<file path="src/scr_pkg.sv">
package scr_pkg;
	// bus identity and command codes
	localparam logic [6:0] SLAVE_ADDR = 7'h09;
	localparam logic [7:0] CMD_OPT = 8'h12;
	localparam logic [7:0] CMD_CUR = 8'h14;
	localparam logic [7:0] CMD_VOLT = 8'h15;
	localparam logic [7:0] CMD_IN = 8'h3F;
	localparam logic [7:0] CMD_MAKER = 8'hFE;
	localparam logic [7:0] CMD_PART = 8'hFF;
	// power-on values and implemented setting bits
	localparam logic [15:0] OPT_RST = 16'h7904;
	localparam logic [15:0] CUR_RST = 16'h0000;
	localparam logic [15:0] VOLT_RST = 16'h0000;
	localparam logic [15:0] IN_RST = 16'h1000;
	localparam logic [15:0] CUR_MASK = 16'h1FC0;
	localparam logic [15:0] VOLT_MASK = 16'h7FF0;
	localparam logic [15:0] IN_MASK = 16'h1F80;
	// option field positions
	localparam int OPT_DEGLITCH = 15;
	localparam int OPT_WDOG_HI = 14;
	localparam int OPT_WDOG_LO = 13;
	localparam int OPT_LEARN = 6;
	// watchdog selections
	localparam logic [1:0] WDOG_OFF = 2'h0;
	localparam logic [1:0] WDOG_SHORT = 2'h1;
	localparam logic [1:0] WDOG_MID = 2'h2;
	// timing
	localparam int CLK_HZ = 25_000_000;
	localparam int MS_PER_S = 1000;
	localparam int MS_CYCLES = CLK_HZ / MS_PER_S;
	localparam int DEGLITCH_SHORT_MS = 150;
	localparam int DEGLITCH_LONG_MS = 1300;
	localparam int WDOG_SHORT_S = 44;
	localparam int WDOG_MID_S = 88;
	localparam int WDOG_LONG_S = 175;
	localparam logic [10:0] GLITCH_SHORT = 11'(DEGLITCH_SHORT_MS);
	localparam logic [10:0] GLITCH_LONG = 11'(DEGLITCH_LONG_MS);
	localparam logic [17:0] WDOG_SHORT_MS = 18'(WDOG_SHORT_S * MS_PER_S);
	localparam logic [17:0] WDOG_MID_MS = 18'(WDOG_MID_S * MS_PER_S);
	localparam logic [17:0] WDOG_LONG_MS = 18'(WDOG_LONG_S * MS_PER_S);
	// synchronised pin positions
	localparam int PIN_SCL = 0;
	localparam int PIN_SDA = 1;
	localparam int PIN_VCC = 2;
	localparam int PIN_DET = 3;
	localparam int PIN_ADAPT = 4;
	localparam int PIN_DEPL = 5;
	localparam int PIN_COUNT = 6;
	// byte position inside a transfer
	localparam logic [1:0] PH_ADDR = 2'h0;
	localparam logic [1:0] PH_CMD = 2'h1;
	localparam logic [1:0] PH_LO = 2'h2;
	localparam logic [1:0] PH_HI = 2'h3;

	typedef enum logic [5:0] {
		BUS_IDLE = 6'b000001,
		BUS_RECV = 6'b000010,
		BUS_ACK = 6'b000100,
		BUS_SEND = 6'b001000,
		BUS_MACK = 6'b010000,
		BUS_WAIT = 6'b100000
	} scr_bus_t;

	typedef struct packed {
		logic [15:0] cnt;
		logic tick;
	} scr_div_t;

	typedef struct packed {
		logic [PIN_COUNT-1:0] syncA;
		logic [PIN_COUNT-1:0] syncB;
		logic sclPrev;
		logic sdaPrev;
		scr_bus_t bus;
		logic [1:0] phase;
		logic [3:0] bitCnt;
		logic [7:0] shift;
		logic isRead;
		logic [7:0] cmd;
		logic [7:0] dataLo;
		logic [15:0] txWord;
		logic sdaOe_b;
		logic sdaOut;
		logic [15:0] options;
		logic [15:0] charge_current_limit;
		logic [15:0] charge_voltage_limit;
		logic [15:0] input_current_limit;
		logic [17:0] wdogMs;
		logic chargeSuspended;
		logic chargeEnable;
		logic [10:0] glitchMs;
		logic adapterGood;
		logic switchSeenOn;
		logic switchCycled;
		logic adapterSwitch;
		logic batterySwitch;
	} scr_state_t;
endpackage : scr_pkg

</file>
<file path="src/scr_charger_regs.sv">
`timescale 1ns/100ps
//////////////////////////////////////////////////////////////////////////////
// What this block does
// - word read is start, address+write, command, repeated start, address+read.
// - direction bit low writes, high reads; acknowledge pulls data low on clock nine.
// - read returns low byte then high byte; master acks low, nacks high, stops.
// - slave only, answers only to address 0001001, never starts a transfer.
// - six commands, each reachable by word write or word read.
// - two read-only identity commands return fixed 16-bit codes.
// - charge-current register read/write, 7-bit setting, resets to zero.
// - charge-voltage register read/write, 11-bit setting, resets to zero.
// - input-current register read/write, 6-bit setting, resets to 0x1000.
// - options register at 0x12, resets to 0x7904, writable any time.
// - bus works only with supply above lockout and adapter detect valid.
// - options bit 15 picks adapter-good rise deglitch, 150 ms or 1.3 s.
// - long deglitch only after adapter switch went on then off once.
// - enabled watchdog suspends charging without a current or voltage write.
// - a current or voltage write resumes charging after watchdog expiry.
// - in learn, depletion swaps battery switch off and adapter switch on.
// - options bits 12:11 select the depletion threshold, passed out as is.
// - learn bit swaps to battery, then clears itself when learn finishes.
module scr_charger_regs import scr_pkg::*; #(
	parameter int MS_CLKS = MS_CYCLES,
	parameter logic [15:0] MAKER_CODE = 16'h5A5A, // arbitrary value
	parameter logic [15:0] PART_CODE = 16'h00A5 // arbitrary value
) (
	// clock and reset
	input wire logic mclk,
	input wire logic rst_b,
	// two-wire bus pins
	input wire logic scl,
	input wire logic sdaIn,
	output logic sdaOut,
	output logic sdaOe_b,
	// analog status inputs
	input wire logic supplyOk,
	input wire logic adapterDetectOk,
	input wire logic adapterPresent,
	input wire logic batteryDepleted,
	// settings to the charger core
	output logic [15:0] chargerOptions,
	output logic [15:0] chargeCurrentLimit,
	output logic [15:0] chargeVoltageLimit,
	output logic [15:0] inputCurrentLimit,
	// power path and charge control
	output logic chargeEnable,
	output logic adapterGoodFlag,
	output logic adapterSwitch,
	output logic batterySwitch
);
	scr_state_t st;
	scr_state_t next_st;
	logic [1:0] rstPipe;
	logic rstSync_b;
	logic msTick;

	if (MS_CLKS < 1 || MS_CLKS > 65535) begin : g_chk
		$error("scr_charger_regs: MS_CLKS out of range");
	end

	//////////////////////////////////////////////////////////////////////////
	// reset release and millisecond tick

	// reset asserted at once, released after two clocks
	always_ff @(posedge mclk or negedge rst_b) begin
		if (!rst_b) begin
			rstPipe <= 2'b00;
		end else begin
			rstPipe <= {rstPipe[0], 1'b1};
		end
	end
	assign rstSync_b = rstPipe[1];

	scr_tick_div #(.CYCLES(MS_CLKS)) uTick (
		.mclk(mclk),
		.rst_b(rstSync_b),
		.tick(msTick)
	);

	//////////////////////////////////////////////////////////////////////////
	// register read mux

	// unknown commands read as zero
	function automatic logic [15:0] readWord(input scr_state_t s);
		case (s.cmd)
			CMD_OPT: readWord = s.options;
			CMD_CUR: readWord = s.charge_current_limit;
			CMD_VOLT: readWord = s.charge_voltage_limit;
			CMD_IN: readWord = s.input_current_limit;
			CMD_MAKER: readWord = MAKER_CODE;
			CMD_PART: readWord = PART_CODE;
			default: readWord = 16'h0000;
		endcase
	endfunction : readWord

	// watchdog period for a selection
	function automatic logic [17:0] wdogLimit(input logic [1:0] sel);
		case (sel)
			WDOG_SHORT: wdogLimit = WDOG_SHORT_MS;
			WDOG_MID: wdogLimit = WDOG_MID_MS;
			default: wdogLimit = WDOG_LONG_MS;
		endcase
	endfunction : wdogLimit

	//////////////////////////////////////////////////////////////////////////
	// next-state logic

	always_comb begin
		logic sclNow;
		logic sdaNow;
		logic busOn;
		logic sclRise;
		logic sclFall;
		logic startCond;
		logic stopCond;
		logic wrCur;
		logic wrVolt;
		logic wrOpt;
		logic [15:0] word;
		logic [1:0] wdSel;
		logic [10:0] glitchLim;
		logic learning;
		logic [15:0] rdData;
		next_st = st;
		wrCur = 1'b0;
		wrVolt = 1'b0;
		wrOpt = 1'b0;
		word = {st.shift, st.dataLo};
		// locals start from a known value
		sclNow = 1'b0;
		sdaNow = 1'b0;
		busOn = 1'b0;
		sclRise = 1'b0;
		sclFall = 1'b0;
		startCond = 1'b0;
		stopCond = 1'b0;
		wdSel = WDOG_OFF;
		glitchLim = GLITCH_SHORT;
		learning = 1'b0;
		// read word fetched once; bit 7 leads the low byte
		rdData = readWord(st);
		// two-flop synchronisers for every pin
		next_st.syncA = {batteryDepleted, adapterPresent, adapterDetectOk, supplyOk, sdaIn, scl};
		next_st.syncB = st.syncA;
		sclNow = st.syncB[PIN_SCL];
		sdaNow = st.syncB[PIN_SDA];
		next_st.sclPrev = sclNow;
		next_st.sdaPrev = sdaNow;
		busOn = st.syncB[PIN_VCC] & st.syncB[PIN_DET];
		// edges from the synced copy against one more flop
		sclRise = sclNow & ~st.sclPrev;
		sclFall = ~sclNow & st.sclPrev;
		startCond = sclNow & st.sclPrev & st.sdaPrev & ~sdaNow;
		stopCond = sclNow & st.sclPrev & ~st.sdaPrev & sdaNow;

		// bus engine: slave only, never drives the clock
		if (!busOn || stopCond) begin
			next_st.bus = BUS_IDLE;
			next_st.sdaOe_b = 1'b1;
		end else if (startCond) begin
			next_st.bus = BUS_RECV;
			next_st.phase = PH_ADDR;
			next_st.bitCnt = 4'h0;
			next_st.sdaOe_b = 1'b1;
		end else begin
			case (st.bus)
				BUS_RECV: begin
					// shift on each rise, act on the eighth fall
					if (sclRise) begin
						next_st.shift = {st.shift[6:0], sdaNow};
						next_st.bitCnt = st.bitCnt + 4'h1;
					end else if (sclFall && st.bitCnt == 4'h8) begin
						next_st.bitCnt = 4'h0;
						next_st.bus = BUS_ACK;
						next_st.sdaOe_b = 1'b0;
						case (st.phase)
							PH_ADDR: begin
								if (st.shift[7:1] == SLAVE_ADDR) begin
									next_st.isRead = st.shift[0];
								end else begin
									next_st.bus = BUS_WAIT;
									next_st.sdaOe_b = 1'b1;
								end
							end
							PH_CMD: next_st.cmd = st.shift;
							PH_LO: next_st.dataLo = st.shift;
							default: begin
								// complete word write, low byte first
								case (st.cmd)
									CMD_OPT: begin
										next_st.options = word;
										wrOpt = 1'b1;
									end
									CMD_CUR: begin
										next_st.charge_current_limit = word & CUR_MASK;
										wrCur = 1'b1;
									end
									CMD_VOLT: begin
										next_st.charge_voltage_limit = word & VOLT_MASK;
										wrVolt = 1'b1;
									end
									CMD_IN: next_st.input_current_limit = word & IN_MASK;
									default: ;
								endcase
							end
						endcase
					end
				end
				BUS_ACK: begin
					if (sclFall) begin
						next_st.sdaOe_b = 1'b1;
						next_st.bus = BUS_RECV;
						case (st.phase)
							PH_ADDR: begin
								if (st.isRead) begin
									next_st.txWord = rdData;
									next_st.sdaOe_b = rdData[7];
									next_st.bus = BUS_SEND;
								end
								next_st.phase = PH_CMD;
							end
							PH_CMD: next_st.phase = PH_LO;
							PH_LO: next_st.phase = PH_HI;
							default: next_st.bus = BUS_WAIT;
						endcase
					end
				end
				BUS_SEND: begin
					// next bit goes out just after the clock falls
					if (sclFall) begin
						if (st.bitCnt == 4'h7) begin
							next_st.bitCnt = 4'h0;
							next_st.sdaOe_b = 1'b1;
							next_st.bus = BUS_MACK;
						end else begin
							next_st.bitCnt = st.bitCnt + 4'h1;
							next_st.txWord = {st.txWord[15:8], st.txWord[6:0], 1'b0};
							next_st.sdaOe_b = st.txWord[6];
						end
					end
				end
				BUS_MACK: begin
					// a released line on the ninth rise is a refusal
					if (sclRise && sdaNow) begin
						next_st.bus = BUS_WAIT;
					end else if (sclFall) begin
						// master acked: high byte follows
						next_st.txWord = {8'h00, st.txWord[15:8]};
						next_st.sdaOe_b = st.txWord[15];
						next_st.bus = BUS_SEND;
					end
				end
				BUS_WAIT: next_st.sdaOe_b = 1'b1;
				BUS_IDLE: next_st.sdaOe_b = 1'b1;
				default: begin
					next_st.bus = BUS_IDLE;
					next_st.sdaOe_b = 1'b1;
				end
			endcase
		end
		next_st.sdaOut = 1'b0;

		// charge watchdog
		// after expiry the count holds until a current or voltage write
		wdSel = st.options[OPT_WDOG_HI:OPT_WDOG_LO];
		if (wrCur || wrVolt) begin
			next_st.wdogMs = 18'h0_0000;
			next_st.chargeSuspended = 1'b0;
		end else if (wdSel == WDOG_OFF) begin
			next_st.wdogMs = 18'h0_0000;
			next_st.chargeSuspended = 1'b0;
		end else if (msTick && !st.chargeSuspended) begin
			if (st.wdogMs >= wdogLimit(wdSel) - 18'h0_0001) begin
				next_st.wdogMs = 18'h0_0000;
				next_st.chargeSuspended = 1'b1;
			end else begin
				next_st.wdogMs = st.wdogMs + 18'h0_0001;
			end
		end
		next_st.chargeEnable = ~next_st.chargeSuspended;

		// adapter-good rising deglitch
		glitchLim = (st.options[OPT_DEGLITCH] && st.switchCycled) ? GLITCH_LONG : GLITCH_SHORT;
		if (!st.syncB[PIN_ADAPT]) begin
			next_st.glitchMs = 11'h000;
			next_st.adapterGood = 1'b0;
		end else if (!st.adapterGood && msTick) begin
			if (st.glitchMs >= glitchLim - 11'h001) begin
				next_st.adapterGood = 1'b1;
			end else begin
				next_st.glitchMs = st.glitchMs + 11'h001;
			end
		end

		// first on-then-off of the adapter switch arms the long deglitch
		if (st.adapterSwitch) begin
			next_st.switchSeenOn = 1'b1;
		end
		if (st.switchSeenOn && !st.adapterSwitch) begin
			next_st.switchCycled = 1'b1;
		end

		// learn cycle and power path; a host write beats the self-clear
		learning = st.options[OPT_LEARN];
		if (learning && st.syncB[PIN_DEPL] && !wrOpt) begin
			next_st.options[OPT_LEARN] = 1'b0;
		end
		next_st.adapterSwitch = learning ? 1'b0 : st.adapterGood;
		next_st.batterySwitch = learning ? 1'b1 : ~st.adapterGood;
	end

	//////////////////////////////////////////////////////////////////////////
	// state register

	always_ff @(posedge mclk or negedge rstSync_b) begin
		if (!rstSync_b) begin
			st <= '0;
			st.bus <= BUS_IDLE;
			st.sdaOe_b <= 1'b1;
			st.options <= OPT_RST;
			st.charge_current_limit <= CUR_RST;
			st.charge_voltage_limit <= VOLT_RST;
			st.input_current_limit <= IN_RST;
			st.chargeEnable <= 1'b1;
			st.batterySwitch <= 1'b1;
			// bus lines idle high, so no false edge follows reset
			st.syncA[PIN_SCL] <= 1'b1;
			st.syncA[PIN_SDA] <= 1'b1;
			st.syncB[PIN_SCL] <= 1'b1;
			st.syncB[PIN_SDA] <= 1'b1;
			st.sclPrev <= 1'b1;
			st.sdaPrev <= 1'b1;
		end else begin
			st <= next_st;
		end
	end

	// outputs straight from the state register
	assign sdaOut = st.sdaOut;
	assign sdaOe_b = st.sdaOe_b;
	assign chargerOptions = st.options;
	assign chargeCurrentLimit = st.charge_current_limit;
	assign chargeVoltageLimit = st.charge_voltage_limit;
	assign inputCurrentLimit = st.input_current_limit;
	assign chargeEnable = st.chargeEnable;
	assign adapterGoodFlag = st.adapterGood;
	assign adapterSwitch = st.adapterSwitch;
	assign batterySwitch = st.batterySwitch;
endmodule : scr_charger_regs

</file>
<file path="src/scr_tick_div.sv">
`timescale 1ns/100ps
// one-cycle tick every CYCLES clocks
module scr_tick_div import scr_pkg::*; #(
	parameter int CYCLES = MS_CYCLES
) (
	// clock and reset
	input wire logic mclk,
	input wire logic rst_b,
	// tick out
	output logic tick
);
	scr_div_t st;
	scr_div_t next_st;

	if (CYCLES < 1 || CYCLES > 65535) begin : g_chk
		$error("scr_tick_div: CYCLES out of range");
	end

	// count down the period, pulse on wrap
	always_comb begin
		next_st = st;
		next_st.tick = 1'b0;
		if (st.cnt == 16'h0000) begin
			next_st.cnt = 16'(CYCLES - 1);
			next_st.tick = 1'b1;
		end else begin
			next_st.cnt = st.cnt - 16'h0001;
		end
	end

	always_ff @(posedge mclk or negedge rst_b) begin
		if (!rst_b) begin
			st <= '0;
		end else begin
			st <= next_st;
		end
	end

	assign tick = st.tick;
endmodule : scr_tick_div

</file>
<file path="config.mk">
export PLATFORM = sky130hd
export DESIGN_NAME = scr_charger_regs
export DESIGN_NICKNAME = d
export VERILOG_FILES = /design/src/scr_pkg.sv /design/src/scr_charger_regs.sv /design/src/scr_tick_div.sv
export SDC_FILE = /design/constraint.sdc
export NUM_CORES = 1
export LEC_CHECK = 0
export BUFFER_PORTS_ARGS = -buffer_cell sky130_fd_sc_hd__buf_2
export CAP_MARGIN = 5
export CORE_ASPECT_RATIO = 0.6
export CORE_MARGIN = 1
export CORE_UTILIZATION = 58
export CTS_CLUSTER_SIZE = 28
export DETAILED_ROUTE_END_ITERATION = 16
export PLACE_DENSITY = 0.78
export SYNTH_ARGS = -nofsm -noshare
export SYNTH_HDL_FRONTEND = slang
export SYNTH_HIERARCHICAL = 1
export SYNTH_SLANG_ARGS = --single-unit
</file>
<file path="constraint.sdc">
create_clock -name mclk -period 6.7 [get_ports mclk]
set_input_delay 0.335 -clock mclk [delete_from_list [all_inputs] [get_ports mclk]]
set_output_delay 0.335 -clock mclk [all_outputs]
set_load 0.005 [all_outputs]
</file>
==> flow_summary.ini <==
[status]
status = finished clean

[power_and_ir_drop]
power.density_nw_per_um2 = 214
max-vdd-ir-drop_uv = 167
p_leak_nw = 4.38

[floorplanning]
boundaryPins = 78
die_x_um = 160
row_count = 34
start_util_pct = 59.7
core_area_sq_um = 14600
die_area_sq_um = 15500
die_y_um = 96.9

[setup_path]
r2r_start = chargerOptions[13]
critPathLaunch = chargerOptions[13]
cp-start-kind = register
crit_slowest_cell = nor2_1
worstPathRequired_ps = 7060
r2r_end = st[26]
crit_fanout = 20
worstPathCellList = inv_1, ha_1, inv_1, ha_1, a21o_1, a221o_1, or3b_2, nor2_1, a221o_1
crit_type = register to register
arrival_ps = 3960
max_stage_delay_ps = 730
ff2ff_setup_slack_ps = 3100
end_kind = register
reg2regPathDepth = 9

[synth]
synthArstFlopShare_pct = 100
synth.distinct_cells = 74
synth_edf_count = 0
syn_area_sq_um = 8710
dominantRegCellSynth = dfrtp_1
yosys_register_bits = 162
synth_cells = 824
synth_area_per_cell_sq_um = 10.6
ys_warn_count = 6
synth_seq_area_share_pct = 46.8

[finish]
area_delta_synth_final_pct = 7.33
antenna_cells = 0
instances_no_fill = 1049
fill_cells = 1132
drive_above_1_share_pct = 24.0
final_common_cell = dfrtp_1
nets = 876
mostFrequentLayoutCells = dfrtp_1 (144), mux2_2 (81), nand2_1 (64)
multi_input_area_sq_um = 4020
seq_area_sq_um = 4080

[cts]
path_clk_slew_ps = 70
cts_setup_buffers = 0
root_buffer = clkbuf_16
cts_resized = 0
clock_path_buffers = 2
cts.sinks = 162
cts_tree = done
clock_latency_ps = 430
cts_max_level = 4
holdBufCountCts = 4
cts_buffers = 17

[placed_design]
gp_congestion = 1.04
dp.cells = 1013
io_buffers = 52
place_hpwl_um = 14100

[grt]
grt_overflow = 0
track_usage_pct = 27.2
antenna_found_initial = 0
grt_pass1_vias = 6020
grt_pass1_wl_um = 32800
grt_max_degree = 64

[detailed_routing]
drc = 0
wl_per_cell_um = 18.9
vias_per_cell = 6.16
drt-initial-drc-count = 672
dr.pass1.iters = 5
ant_nets = 0
routed_wl_um = 19800
via_count = 6461

[sta]
setup_viol = 0
finalMaxSlewViolations = 0
slew_headroom_pct = 12.6
hold_viol = 0
rsz0062_at_grt = false
clock_skew_ps = 9.94
worst_pin_slew_ps = 1300
finalSetupTns_ps = 0
fmax_mhz = 278
timing.final.crit_share_pct = 53.8
period_needed_ps = 3600

[min_path]
hold_path_end = next_st[161]
worstHoldStart = adapterPresent
hold_path_class = input port to register
min_path_cells = 1

[run]
maxCapViolations = 0
[layer usage]
metal,share of wire (%),vias to the layer above,global-route usage [%]
li1,-,2925,-
met2,38,344,34.1
met4,1.0,0,6.59
met3,11,21,8.15
met5,0,-,0
met1,50,3171,44.4
[cell type report]
class | instances | area share [%]
clock buffer | 17 | 4.55
tap | 198 | 2.65
inverter | 29 | 1.16
timing repair buffer | 59 | 3.45
multi-input combinational | 569 | 43.0
sequential | 162 | 43.6
clock inverter | 15 | 1.51
[power breakdown]
part | switching (mW) | internal, mW | leakage [nW]
Clock | 0.446 | 0.493 | 0.272
Sequential | 0.0146 | 0.988 | 2.14
Combinational | 0.0417 | 0.0171 | 1.96
[critical path: cells and delay by family (launching register included)]
family	cells	cell delay [ps]
AO/OA/AOI/OAI	3	830
adder cells (fa/ha/maj)	2	530
buffers and inverters	2	260
flip-flops	1	560
AND/OR/NAND/NOR	2	1360
[cell usage after synthesis (all sizes together) (3+ instances only)]
cell type	number	share of area, %
or4	6	0.56
xor2	11	1.1
dfstp	17	5.1
and3	13	0.93
and2	8	0.57
and4b	3	0.34
a221o	3	0.34
ha	30	4.3
a221oi	5	0.50
a22oi	11	0.95
o21bai	3	0.30
or3b	3	0.30
o2111ai	4	0.47
or3	8	0.57
o31ai	8	0.69
nand3b	3	0.30
buf	76	6.3
nand4b	4	0.40
nand4	9	0.72
or2	4	0.29
o211ai	4	0.34
clkbuf	13	0.59
nand2b	6	0.43
dfrtp	145	42
nor2b	16	1.1
a22o	13	1.3
nand3	23	1.3
a21o	10	0.86
a21oi	34	2.0
mux2	81	10
and4	5	0.50
inv	28	1.2
nor2	42	1.9
nor4b	3	0.30
nor3	21	1.3
a31oi	5	0.36
nand2	64	2.8
xnor2	6	0.60
nor4	8	1.1
o21ai	43	2.5
nor3b	4	0.40
[stage by stage]
stage          power [mW]  cell area, sq um  worst slack (ps)  utilization (%)  hold WS [ps]
6_report             2.00              9350              3100             64.1          20.5
5_1_grt              2.07              9350              2900             64.1          7.58
3_3_place_gp         1.08              8740              3230             59.9           120
3_5_place_dp         1.08              8740              3120             59.9           121
4_1_cts              2.01              9350              3110             64.1          9.19
2_1_floorplan        1.07              8800              1880                -          39.4
[kinds of logic after synthesis]
| group | share of synthesized area, % |
|---|---|
| adders and majority gates | 4.31 |
| other | 0.0862 |
| muxes | 10.5 |
| AOI/OAI and AO/OA | 12.3 |
| xor gates and xnor gates | 1.71 |
| buffers and inverters | 8.16 |
| DFF | 46.8 |
| and+or+nand+nor | 16.2 |
[worst max-delay path by stage]
stage,endpoint,slack (ps),depth (start not counted)
after floorplan,adapterGoodFlag,1880,0
final,st[26],3100,9
after CTS,st[26],3110,9
after detailed placement,st[26],3120,9
after global routing,st[26],2900,9
after global placement,st[26],3230,9
[sequential cells by signal, summed over array words and instances (netlist names), 2 cells and up]
register / count
st: 90
chargerOptions: 16
uTick/st: 16
chargeVoltageLimit: 11
next_st: 8
chargeCurrentLimit: 7
inputCurrentLimit: 6
rstPipe: 2
(Power assumes the default switching activity.)
